File: config.mk
export PLATFORM = sky130hd
export DESIGN_NAME = ssp_ctrl
export DESIGN_NICKNAME = d
export VERILOG_FILES = /design/src/design/ssp_pkg.sv /design/src/design/ssp_link_if.sv /design/src/design/ssp_ctrl.sv /design/src/design/ssp_clk_gen.sv /design/src/design/ssp_shifter.sv
export VERILOG_INCLUDE_DIRS = /design/src /design/src/design
export SDC_FILE = /design/constraint.sdc
export NUM_CORES = 1
export LEC_CHECK = 0
export BUFFER_PORTS_ARGS = -buffer_cell sky130_fd_sc_hd__buf_2
export CAP_MARGIN = 20
export CORE_ASPECT_RATIO = 0.7
export CORE_MARGIN = 5
export CORE_UTILIZATION = 52
export CTS_CLUSTER_SIZE = 24
export DETAILED_ROUTE_END_ITERATION = 7
export GPL_ROUTABILITY_DRIVEN = 0
export PLACE_DENSITY_LB_ADDON = 0.08
export SETUP_SLACK_MARGIN = 0.5
export SYNTH_ARGS = -nofsm -noshare
export SYNTH_HDL_FRONTEND = slang
export SYNTH_SLANG_ARGS = --single-unit
File: constraint.sdc
create_clock -name aclk -period 2.25 [get_ports aclk]
set_input_delay 0.3375 -clock aclk [delete_from_list [all_inputs] [get_ports aclk]]
set_output_delay 0.3375 -clock aclk [all_outputs]
set_load 0.005 [all_outputs]
File: src/design/ssp_map.svh
// Register map, field positions, reset values and timing counts of the serial port
`ifndef SSP_MAP_SVH
`define SSP_MAP_SVH

// Register indices; the byte address is four times the index
`define DBUF_IDX        10'h0F6
`define STAT_IDX        10'h0F7
`define TX_CTL_IDX      10'h11B
`define TRX_CTL_IDX     10'h11C
`define DBUF_ADDR       {`DBUF_IDX, 2'h0}
`define STAT_ADDR       {`STAT_IDX, 2'h0}
`define TX_CTL_ADDR     {`TX_CTL_IDX, 2'h0}
`define TRX_CTL_ADDR    {`TRX_CTL_IDX, 2'h0}

// Control register fields
`define CTL_MST_BIT     4
`define CTL_EN_BIT      7
`define CTL_FIXED_LOW   4'hE
`define TRX_CTL_RST     8'h0E
`define TX_CTL_RST      8'h8E

// Status register fields
`define STAT_OERR_BIT   1
`define STAT_RXIE_BIT   4
`define STAT_RXRQ_BIT   5
`define STAT_TXIE_BIT   6
`define STAT_TXRQ_BIT   7
`define STAT_RST        8'h00

// Bus responses
`define RESP_OKAY       2'h0
`define RESP_SLVERR     2'h2

// Shift clock: baud ticks divided by four, low in phase 0..1, high in 2..3
`define PHASE_FALL      2'h3
`define PHASE_RISE      2'h1
`define LAST_BIT        3'h7

`endif

File: src/design/ssp_pkg.sv
// Types shared by the serial port modules
package ssp_pkg;

  // Transmit start sequencing; one bit changes per step except TX_WAIT back to TX_IDLE
  typedef enum logic [1:0] {
    TX_IDLE = 2'h0,
    TX_PEND = 2'h1,
    TX_WAIT = 2'h3
  } tx_state_t;

endpackage

File: src/design/ssp_link_if.sv
// Shift-clock strobes between a clock generator and its shifter
`timescale 1ns/1ps
`default_nettype none
interface ssp_link_if;
  logic run;
  logic rise;
  logic fall;

  modport gen (input run, output rise, output fall);
  modport shf (output run, input rise, input fall);
endinterface
`default_nettype wire

File: src/design/ssp_ctrl.sv
// Synchronous serial port: AXI4-Lite registers, transmit and receive control
//
// Chosen here: register access over AXI4-Lite.
`timescale 1ns/1ps
`default_nettype none
`include "ssp_map.svh"
module ssp_ctrl (
  // Clock and reset
  input  wire logic        aclk,
  input  wire logic        aresetn,
  // AXI4-Lite write address
  input  wire logic [11:0] awaddr,
  input  wire logic        awvalid,
  output logic             awready,
  // AXI4-Lite write data
  input  wire logic [31:0] wdata,
  input  wire logic [3:0]  wstrb,
  input  wire logic        wvalid,
  output logic             wready,
  // AXI4-Lite write response
  output logic [1:0]       bresp,
  output logic             bvalid,
  input  wire logic        bready,
  // AXI4-Lite read address
  input  wire logic [11:0] araddr,
  input  wire logic        arvalid,
  output logic             arready,
  // AXI4-Lite read data
  output logic [31:0]      rdata,
  output logic [1:0]       rresp,
  output logic             rvalid,
  input  wire logic        rready,
  // Baud rate generator output, one-cycle pulses
  input  wire logic        baud_tick,
  // Transmit pins
  input  wire logic        tx_clock_i,
  output logic             tx_clock_o,
  output logic             tx_clock_oe_n,
  output logic             tx_data_o,
  // Receive pins
  input  wire logic        rx_clock_i,
  output logic             rx_clock_o,
  output logic             rx_clock_oe_n,
  input  wire logic        rx_data_i,
  // Interrupt requests
  output logic             tx_irq,
  output logic             rx_irq
);

  // Write channel holding
  logic        aw_held_r;
  logic [11:0] aw_addr_r;
  logic        w_held_r;
  logic [31:0] w_data_r;
  logic [3:0]  w_strb_r;
  logic        wr_fire;
  logic        wr_lane;
  logic        wr_mapped;

  // Register state
  logic        rx_en_r;
  logic        trx_mst_r;
  logic        tx_mst_r;
  logic        oerr_r;
  logic        rx_ie_r;
  logic        rx_req_r;
  logic        tx_ie_r;
  logic        tx_req_r;
  logic [7:0]  tx_buf_r;
  logic [7:0]  rx_buf_r;
  logic        rx_unread_r;
  ssp_pkg::tx_state_t tx_state_r;
  ssp_pkg::tx_state_t tx_state_nxt;

  // Shift engines
  logic        tx_load;
  logic        rx_load;
  logic [7:0]  rx_shift;
  logic        rx_done;
  logic        rd_fire;
  logic        rd_dbuf;
  logic [7:0]  rd_val;
  logic        rd_ok;

  ssp_link_if tx_link ();
  ssp_link_if rx_link ();

  // Reset images, so single fields can be picked out
  localparam logic [7:0] trx_ctl_rst = `TRX_CTL_RST;
  localparam logic [7:0] tx_ctl_rst  = `TX_CTL_RST;
  localparam logic [7:0] stat_rst    = `STAT_RST;

  // ---------------------------------------------------------------
  // AXI4-Lite write side: address and data taken in either order
  // ---------------------------------------------------------------
  assign awready = !aw_held_r && !bvalid;
  assign wready  = !w_held_r && !bvalid;
  assign wr_fire = aw_held_r && w_held_r && !bvalid;
  assign wr_lane = wr_fire && w_strb_r[0];

  always_comb
  begin
    unique case (aw_addr_r)
      `DBUF_ADDR, `STAT_ADDR, `TX_CTL_ADDR, `TRX_CTL_ADDR: wr_mapped = 1'b1;
      default: wr_mapped = 1'b0;
    endcase
  end

  always_ff @(posedge aclk)
  begin
    if (!aresetn)
    begin
      aw_held_r <= 1'b0;
      aw_addr_r <= 12'h000;
    end
    else if (awvalid && awready)
    begin
      aw_held_r <= 1'b1;
      aw_addr_r <= awaddr;
    end
    else if (wr_fire)
      aw_held_r <= 1'b0;
  end

  always_ff @(posedge aclk)
  begin
    if (!aresetn)
    begin
      w_held_r <= 1'b0;
      w_data_r <= 32'h0000_0000;
      w_strb_r <= 4'h0;
    end
    else if (wvalid && wready)
    begin
      w_held_r <= 1'b1;
      w_data_r <= wdata;
      w_strb_r <= wstrb;
    end
    else if (wr_fire)
      w_held_r <= 1'b0;
  end

  always_ff @(posedge aclk)
  begin
    if (!aresetn)
    begin
      bvalid <= 1'b0;
      bresp  <= `RESP_OKAY;
    end
    else if (wr_fire)
    begin
      bvalid <= 1'b1;
      bresp  <= wr_mapped ? `RESP_OKAY : `RESP_SLVERR;
    end
    else if (bready)
      bvalid <= 1'b0;
  end

  // ---------------------------------------------------------------
  // AXI4-Lite read side
  // ---------------------------------------------------------------
  assign arready = !rvalid;
  assign rd_fire = arvalid && arready;
  assign rd_dbuf = rd_fire && (araddr == `DBUF_ADDR);

  always_comb
  begin
    rd_ok = 1'b1;
    unique case (araddr)
      `DBUF_ADDR:    rd_val = rx_buf_r;
      `STAT_ADDR:    rd_val = {tx_req_r, tx_ie_r, rx_req_r, rx_ie_r, 2'h0, oerr_r, 1'b0};
      `TX_CTL_ADDR:  rd_val = {1'b1, 2'h0, tx_mst_r, `CTL_FIXED_LOW};
      `TRX_CTL_ADDR: rd_val = {rx_en_r, 2'h0, trx_mst_r, `CTL_FIXED_LOW};
      default:
      begin
        rd_val = 8'h00;
        rd_ok  = 1'b0;
      end
    endcase
  end

  // shift registers never on the read mux
  always_ff @(posedge aclk)
  begin
    if (!aresetn)
    begin
      rvalid <= 1'b0;
      rdata  <= 32'h0000_0000;
      rresp  <= `RESP_OKAY;
    end
    else if (rd_fire)
    begin
      rvalid <= 1'b1;
      rdata  <= {24'h000000, rd_val};
      rresp  <= rd_ok ? `RESP_OKAY : `RESP_SLVERR;
    end
    else if (rready)
      rvalid <= 1'b0;
  end

  // ---------------------------------------------------------------
  // Control registers
  // ---------------------------------------------------------------
  // reset to 0EH, enable and mode bits
  always_ff @(posedge aclk)
  begin
    if (!aresetn)
    begin
      rx_en_r   <= trx_ctl_rst[`CTL_EN_BIT];
      trx_mst_r <= trx_ctl_rst[`CTL_MST_BIT];
    end
    else if (wr_lane && aw_addr_r == `TRX_CTL_ADDR)
    begin
      rx_en_r   <= w_data_r[`CTL_EN_BIT];
      trx_mst_r <= w_data_r[`CTL_MST_BIT];
    end
    else if (rx_done && trx_mst_r)
      rx_en_r <= 1'b0;
  end

  // reset to 8EH, transmit mode bit
  always_ff @(posedge aclk)
  begin
    if (!aresetn)
      tx_mst_r <= tx_ctl_rst[`CTL_MST_BIT];
    else if (wr_lane && aw_addr_r == `TX_CTL_ADDR)
      tx_mst_r <= w_data_r[`CTL_MST_BIT];
  end

  // ---------------------------------------------------------------
  // Status register; hardware set wins over software clear
  // ---------------------------------------------------------------
  // status resets to 00H
  always_ff @(posedge aclk)
  begin
    if (!aresetn)
    begin
      rx_ie_r <= stat_rst[`STAT_RXIE_BIT];
      tx_ie_r <= stat_rst[`STAT_TXIE_BIT];
    end
    else if (wr_lane && aw_addr_r == `STAT_ADDR)
    begin
      rx_ie_r <= w_data_r[`STAT_RXIE_BIT];
      tx_ie_r <= w_data_r[`STAT_TXIE_BIT];
    end
  end

  always_ff @(posedge aclk)
  begin
    if (!aresetn)
      oerr_r <= stat_rst[`STAT_OERR_BIT];
    else if (rx_done && rx_unread_r)
      oerr_r <= 1'b1;
    else if (wr_lane && aw_addr_r == `STAT_ADDR)
      oerr_r <= w_data_r[`STAT_OERR_BIT];
  end

  // receive request, cleared only by software
  always_ff @(posedge aclk)
  begin
    if (!aresetn)
      rx_req_r <= stat_rst[`STAT_RXRQ_BIT];
    else if (rx_done)
      rx_req_r <= 1'b1;
    else if (wr_lane && aw_addr_r == `STAT_ADDR)
      rx_req_r <= w_data_r[`STAT_RXRQ_BIT];
  end

  // transmit request, cleared only by software
  always_ff @(posedge aclk)
  begin
    if (!aresetn)
      tx_req_r <= stat_rst[`STAT_TXRQ_BIT];
    else if (tx_load)
      tx_req_r <= 1'b1;
    else if (wr_lane && aw_addr_r == `STAT_ADDR)
      tx_req_r <= w_data_r[`STAT_TXRQ_BIT];
  end

  assign tx_irq = tx_req_r && tx_ie_r;
  assign rx_irq = rx_req_r && rx_ie_r;

  // ---------------------------------------------------------------
  // Transmit side
  // ---------------------------------------------------------------
  // write loads transmit buffer
  always_ff @(posedge aclk)
  begin
    if (!aresetn)
      tx_buf_r <= 8'h00;
    else if (wr_lane && aw_addr_r == `DBUF_ADDR)
      tx_buf_r <= w_data_r[7:0];
  end

  // start one clock after the write
  always_comb
  begin
    tx_state_nxt = tx_state_r;
    unique case (tx_state_r)
      ssp_pkg::TX_IDLE:
        if (wr_lane && aw_addr_r == `DBUF_ADDR)
          tx_state_nxt = ssp_pkg::TX_PEND;
      ssp_pkg::TX_PEND:
        tx_state_nxt = tx_link.run ? ssp_pkg::TX_WAIT : ssp_pkg::TX_IDLE;
      ssp_pkg::TX_WAIT:
        if (!tx_link.run)
          tx_state_nxt = ssp_pkg::TX_IDLE;
      default:
        tx_state_nxt = ssp_pkg::TX_IDLE;
    endcase
  end

  always_ff @(posedge aclk)
  begin
    if (!aresetn)
      tx_state_r <= ssp_pkg::TX_IDLE;
    else
      tx_state_r <= tx_state_nxt;
  end

  // A frame in flight is never cut; a new byte waits for it
  assign tx_load = (tx_state_r != ssp_pkg::TX_IDLE) && !tx_link.run;

  // transmit clock per its own mode bit
  ssp_clk_gen u_tx_clk (
    .aclk      (aclk),
    .aresetn   (aresetn),
    .master    (tx_mst_r),
    .baud_tick (baud_tick),
    .pin_i     (tx_clock_i),
    .pin_o     (tx_clock_o),
    .pin_oe_n  (tx_clock_oe_n),
    .link      (tx_link.gen)
  );

  ssp_shifter u_tx_shift (
    .aclk      (aclk),
    .aresetn   (aresetn),
    .load      (tx_load),
    .load_data (tx_buf_r),
    .sin       (1'b0),
    .sout      (tx_data_o),
    .data      (),
    .done      (),
    .link      (tx_link.shf)
  );

  // ---------------------------------------------------------------
  // Receive side
  // ---------------------------------------------------------------
  // enable starts a frame; slave rearms itself
  assign rx_load = rx_en_r && !rx_link.run && !rx_done;

  ssp_clk_gen u_rx_clk (
    .aclk      (aclk),
    .aresetn   (aresetn),
    .master    (trx_mst_r),
    .baud_tick (baud_tick),
    .pin_i     (rx_clock_i),
    .pin_o     (rx_clock_o),
    .pin_oe_n  (rx_clock_oe_n),
    .link      (rx_link.gen)
  );

  ssp_shifter u_rx_shift (
    .aclk      (aclk),
    .aresetn   (aresetn),
    .load      (rx_load),
    .load_data (8'h00),
    .sin       (rx_data_i),
    .sout      (),
    .data      (rx_shift),
    .done      (rx_done),
    .link      (rx_link.shf)
  );

  // copy at frame end, hold otherwise
  always_ff @(posedge aclk)
  begin
    if (!aresetn)
      rx_buf_r <= 8'h00;
    else if (rx_done)
      rx_buf_r <= rx_shift;
  end

  // Unread byte tracking for overrun; new frame wins over a read
  always_ff @(posedge aclk)
  begin
    if (!aresetn)
      rx_unread_r <= 1'b0;
    else if (rx_done)
      rx_unread_r <= 1'b1;
    else if (rd_dbuf)
      rx_unread_r <= 1'b0;
  end

endmodule
`default_nettype wire

File: src/design/ssp_clk_gen.sv
// Shift clock generator: divide-by-four master clock or slave edge detector
`timescale 1ns/1ps
`default_nettype none
`include "ssp_map.svh"
module ssp_clk_gen (
  // Clock and reset
  input  wire logic aclk,
  input  wire logic aresetn,
  // Mode and baud source
  input  wire logic master,
  input  wire logic baud_tick,
  // Clock pin
  input  wire logic pin_i,
  output logic      pin_o,
  output logic      pin_oe_n,
  // Strobes to shifter
  ssp_link_if.gen   link
);
  logic [1:0] phase_r;
  logic       clk_r;
  logic       prev_r;
  logic       m_fall;
  logic       m_rise;

  assign m_fall = link.run && baud_tick && (phase_r == `PHASE_FALL);
  // No rise before the first fall, else a frame ends after only seven falls
  assign m_rise = link.run && baud_tick && (phase_r == `PHASE_RISE) && !clk_r;

  always_ff @(posedge aclk)
  begin
    if (!aresetn || !link.run || !master)
      phase_r <= 2'h0;
    else if (baud_tick)
      phase_r <= phase_r + 2'h1;
  end

  // Idle high, so the first edge of a frame is a fall
  always_ff @(posedge aclk)
  begin
    if (!aresetn || !link.run || !master)
      clk_r <= 1'b1;
    else if (m_fall)
      clk_r <= 1'b0;
    else if (m_rise)
      clk_r <= 1'b1;
  end

  always_ff @(posedge aclk)
  begin
    if (!aresetn)
      prev_r <= 1'b1;
    else
      prev_r <= pin_i;
  end

  assign link.fall = master ? m_fall : (link.run && prev_r && !pin_i);
  assign link.rise = master ? m_rise : (link.run && !prev_r && pin_i);
  assign pin_o     = clk_r;
  assign pin_oe_n  = !master;
endmodule
`default_nettype wire

File: src/design/ssp_shifter.sv
// Eight-bit LSB-first shift register with bit counter
`timescale 1ns/1ps
`default_nettype none
`include "ssp_map.svh"
module ssp_shifter (
  // Clock and reset
  input  wire logic       aclk,
  input  wire logic       aresetn,
  // Frame start and data
  input  wire logic       load,
  input  wire logic [7:0] load_data,
  input  wire logic       sin,
  output logic            sout,
  output logic [7:0]      data,
  output logic            done,
  // Strobes from clock generator
  ssp_link_if.shf         link
);
  logic [2:0] cnt_r;
  logic       busy_r;

  assign link.run = busy_r;

  always_ff @(posedge aclk)
  begin
    if (!aresetn)
    begin
      data   <= 8'h00;
      cnt_r  <= 3'h0;
      busy_r <= 1'b0;
      done   <= 1'b0;
    end
    else
    begin
      done <= 1'b0;
      if (load)
      begin
        data   <= load_data;
        cnt_r  <= 3'h0;
        busy_r <= 1'b1;
      end
      else if (busy_r && link.rise)
      begin
        data  <= {sin, data[7:1]};
        cnt_r <= cnt_r + 3'h1;
        if (cnt_r == `LAST_BIT)
        begin
          busy_r <= 1'b0;
          done   <= 1'b1;
        end
      end
    end
  end

  always_ff @(posedge aclk)
  begin
    if (!aresetn)
      sout <= 1'b1;
    else if (busy_r && link.fall)
      sout <= data[0];
  end
endmodule
`default_nettype wire

==> results.md <==
- After floorplanning, the core was divided into 27 placement rows.
- VDD sags by at most 0.354 mV.
- The startpoint of the most critical hold path is rready.
- The core region is 0.00784 sq mm.
- The maximum single-stage delay on the critical path is 0.62 ns.
- The count of final max-slew check failures is 0.
- The layout overhead on the synthesized area is 15.5%.
- For the worst flop-to-flop path, the logic depth is 4.
- The maximum number of pins on one net before global-route repair is 30.
- The critical path goes through nand4b_1 -> or4_4 -> o21ai_0 -> a21oi_1.
- The HPWL after detailed placement is 6480 um.
- The setup slack at placement is 0.341 ns.
- The register-to-register setup slack is 0.66 ns.
- dfxtp_1 takes more of the synthesized area than any other cell.
- The worst path required time is 2.47 ns.
- The CTS buffer count is 9.
- TritonCTS built the clock tree.
- The number of distinct standard cells referenced by the synthesized netlist is 53.
- Setup violations remaining at the end of the flow were counted as 0.
- The synthesized cell area is 0.00418 sq mm.
- The buffer type at the clock tree root is clkbuf_16.
- The class of the most critical hold timing path is in -> reg.
- At the pin with the least slew margin, the transition time is 0.548 ns.
- Hold timing on the final database bottoms out at a slack of 0.175 ns.
- After synthesis the netlist holds a flip-flop and latch count of 96.
- The number of H-tree branching levels is 3.
- The standard cell with the maximum stage delay on the critical path is or4_4.
- The launching element type of the critical path is a flop.
- The total power is 3.54 mW.
- Measured along the y axis, the die boundary spans 85.0 um.
- After technology mapping, the gate count stands at 478.
- 119 I/O pins were placed.
- The global-route total usage across every layer is 18.6%.
- For this run, asynchronously set or reset flops after synthesis account for 0%.
- The placed instance area is 0.00451 sq mm.
- The clock-pin slew of the registers on the worst-case setup and hold paths is 0.07 ns.
- In the final design database the tool counted 619 nets.
- The synthesized design contains 0 enable-type register cells.
- Excluding fillers, the count of instances in the completed layout stands at 646.
- Once layout is done, the placed cells without fillers occupy 0.00482 sq mm.
- The initial utilization of the core area, before any placement, comes to 53.3%.
- The number of hold violations in the final report came to 0.
- The number of max-cap violations is 0.
- The power density normalized to cell area is 735 mW/mm^2.
- Dividing the detail-routed wire length by the instance count gives 13.9 um.
- The share of final-layout standard cells stronger than drive strength 1 is 18.9%.
- The largest driver fanout on the critical path is 14.
- The detailed-router iteration count before antenna repair is 4.
- The buffer and inverter count on the worst path is 0.
- For the worst-skew pair, the clock arrives at the later sink with an insertion delay of 0.34 ns.
- The worst hold path was traced through 2 stages.
- By count the netlist is led by 96 x dfxtp_1, 58 x a21oi_1, 58 x nand2_1.
- The overall die area is 0.00995 sq mm.
- The total negative slack for setup checks is 0 ns.
- During synthesis, Yosys emitted a total of 0 warnings.
- The flow ran to the end, and the final reports show no timing, DRC or antenna violations.
- After synthesis, the cell types taking the most area are dfxtp_1 46%, a21oi_1 7.0%, mux2i_1 7.0%, nand2_1 5.2%, buf_4 4.9%.
- The average footprint of a synthesized cell is 8.74 sq um.
- The post-detailed-route via-to-cell ratio is 5.17.
- The TritonCTS sink count is 96.
- Summed over all cells, the static leakage comes to 1.99 nW.
- The number of I/O port buffers is 65.
- Among all cell types in the netlist, the one instantiated most often is dfxtp_1.
- STA classifies the critical path endpoint as a flop.
- The maximum achievable frequency is 0.628 GHz.
- The wire length of the first global-routing pass is 14800 um.
- Counting the fill cells in the layout gives 728.
- The top cell type by area accounts for 46.0% of the synthesized area.
- Summing over every cut layer, the via total after detailed routing is 3342.
- The largest buffer count on any clock path is 2.
- For this run, design rule violations remaining after detail routing come to 0.
- The gate family responsible for the most delay along the worst path is simple AND/OR/NAND/NOR gates.
- The critical path is of the reg -> reg type.
- The least setup slack across all paths after layout is 0.658 ns.
- The endpoint with the worst hold slack is rvalid.
- For this block, the initial DRC count from the detailed router was 162.
- The worst path uses 70.8% of the clock period.
- The number of cells after detailed placement is 630.
- The worst clock skew on the final layout is 0.00746 ns.
- The worst pin sits at a relative slew slack of 63.4%.
- The end of the worst register-to-register path is rx_ie_r.
- The main flop type after synthesis is dfxtp_1.
- Summed over all layers, the global routing overflow is 0.
- The die boundary width is 117 um.
- The number of antenna violations at the first check in global routing was 0.
- The number of hold-repair buffers added at the cts stage is 0.
- The repair_antennas step left the layout with diodes totalling 0.
- In the final layout, the multi-input gates occupy 0.00202 sq mm.
- The launch point of the worst reg-to-reg path is aw_addr_r[5].
- At the worst endpoint, the arrival time is 1.81 ns.
- The area taken by flip-flops and latches is 0.00192 sq mm.
- The sequential area share after synthesis is 46.0%.
- The final core area utilization is 61.5%.
- The via count of the first global-routing pass came to 3173.
- The smallest clock period supported by the final layout is computed as 1.59 ns.
- Setup repair after global routing left no endpoint under its margin.
- The number of nets still failing antenna checks after routing is 0.
- Wires add up to 8950 um.
==> worst max-delay path by stage <==
stage / startpoint / endpoint / slack [ns] / cells past startpoint
2_1_floorplan: u_rx_clk.phase_r[1] / u_rx_shift.cnt_r[2] / 0.56 / 7
3_3_place_gp: araddr[11] / rresp[1] / 0.39 / 5
3_5_place_dp: araddr[11] / rdata[6] / 0.34 / 5
4_1_cts: tx_mst_r / u_tx_shift.data[5] / 0.60 / 5
5_1_grt: w_strb_r[0] / tx_buf_r[0] / 0.51 / 4
6_report: aw_addr_r[5] / rx_ie_r / 0.66 / 4
==> layout make-up <==
type | count | area share (%)
clock inverters | 6 | 1.40
multi-input cells | 347 | 41.9
clock buffers | 10 | 4.95
well taps | 101 | 2.62
flip-flops and latches | 96 | 39.9
inverters | 11 | 0.856
repair buffers | 75 | 8.38
==> flip-flops by register name (all words and copies together), names as in the netlist, 2 cells and up <==
signal,count
u_tx_shift.cnt_r,3
rdata,8
tx_state_r,2
u_tx_clk.phase_r,2
aw_addr_r,12
u_rx_shift.cnt_r,3
u_rx_clk.phase_r,2
u_rx_shift.data,8
u_tx_shift.data,8
w_data_r,8
tx_buf_r,8
rx_buf_r,8
==> worst reg2reg max path, delay by kind of cell (launching register included) <==
family             cells  cell delay, ns
AOI/OAI and AO/OA      2            0.28
DFF                    1            0.34
and+or+nand+nor        2            0.85
==> cells by family (layout without fill, tap and decap cells) <==
group                      after synthesis  after routing  share of synthesized area (%)
adders and majority gates                8              8                           2.40
DFF                                     96             96                           46.0
muxes                                   33             33                           8.03
buffers and inverters                   60            102                           7.91
and+or+nand+nor                        161            161                           19.3
xor gates and xnor gates                 4              4                          0.839
other                                    1             26                         0.0898
AOI/OAI and AO/OA                      115            115                           15.4
==> layout by cell type, fill, tap and decap left out, drive strengths merged, types with 5 or more instances in the layout <==
master	Yosys	layout
dfxtp	96	96
buf	33	75
a21oi	58	58
nand2	58	58
nor2	39	39
o21ai	34	34
mux2i	29	29
conb	1	26
nand3	16	16
inv	11	12
clkbuf	16	10
ha	8	8
a31oi	6	6
and2	5	5
nand4	5	5
==> what timing repair did <==
| action | 4_1_cts | 5_1_grt |
|---|---|---|
| setup buffers | 0 | 0 |
| gates resized for setup | 1 | 2 |
| endpoints found under the setup margin | 1 | 2 |
==> routing by layer <==
layer  share of wire, %  routed length, um  GRT usage [%]
met4               0.85                 76           5.21
met1                 51               4570           26.3
met2                 43               3840           27.8
met3                5.2                465           5.27
met5                  0                  0              0
==> where the power goes <==
part           switching [mW]  total [mW]  internal (mW)  leakage [nW]
Combinational           0.136       0.225         0.0889          1.06
Clock                   0.649        1.55          0.897         0.150
Sequential             0.0331        1.77           1.74         0.779
Power figures use the tool's default switching activity.
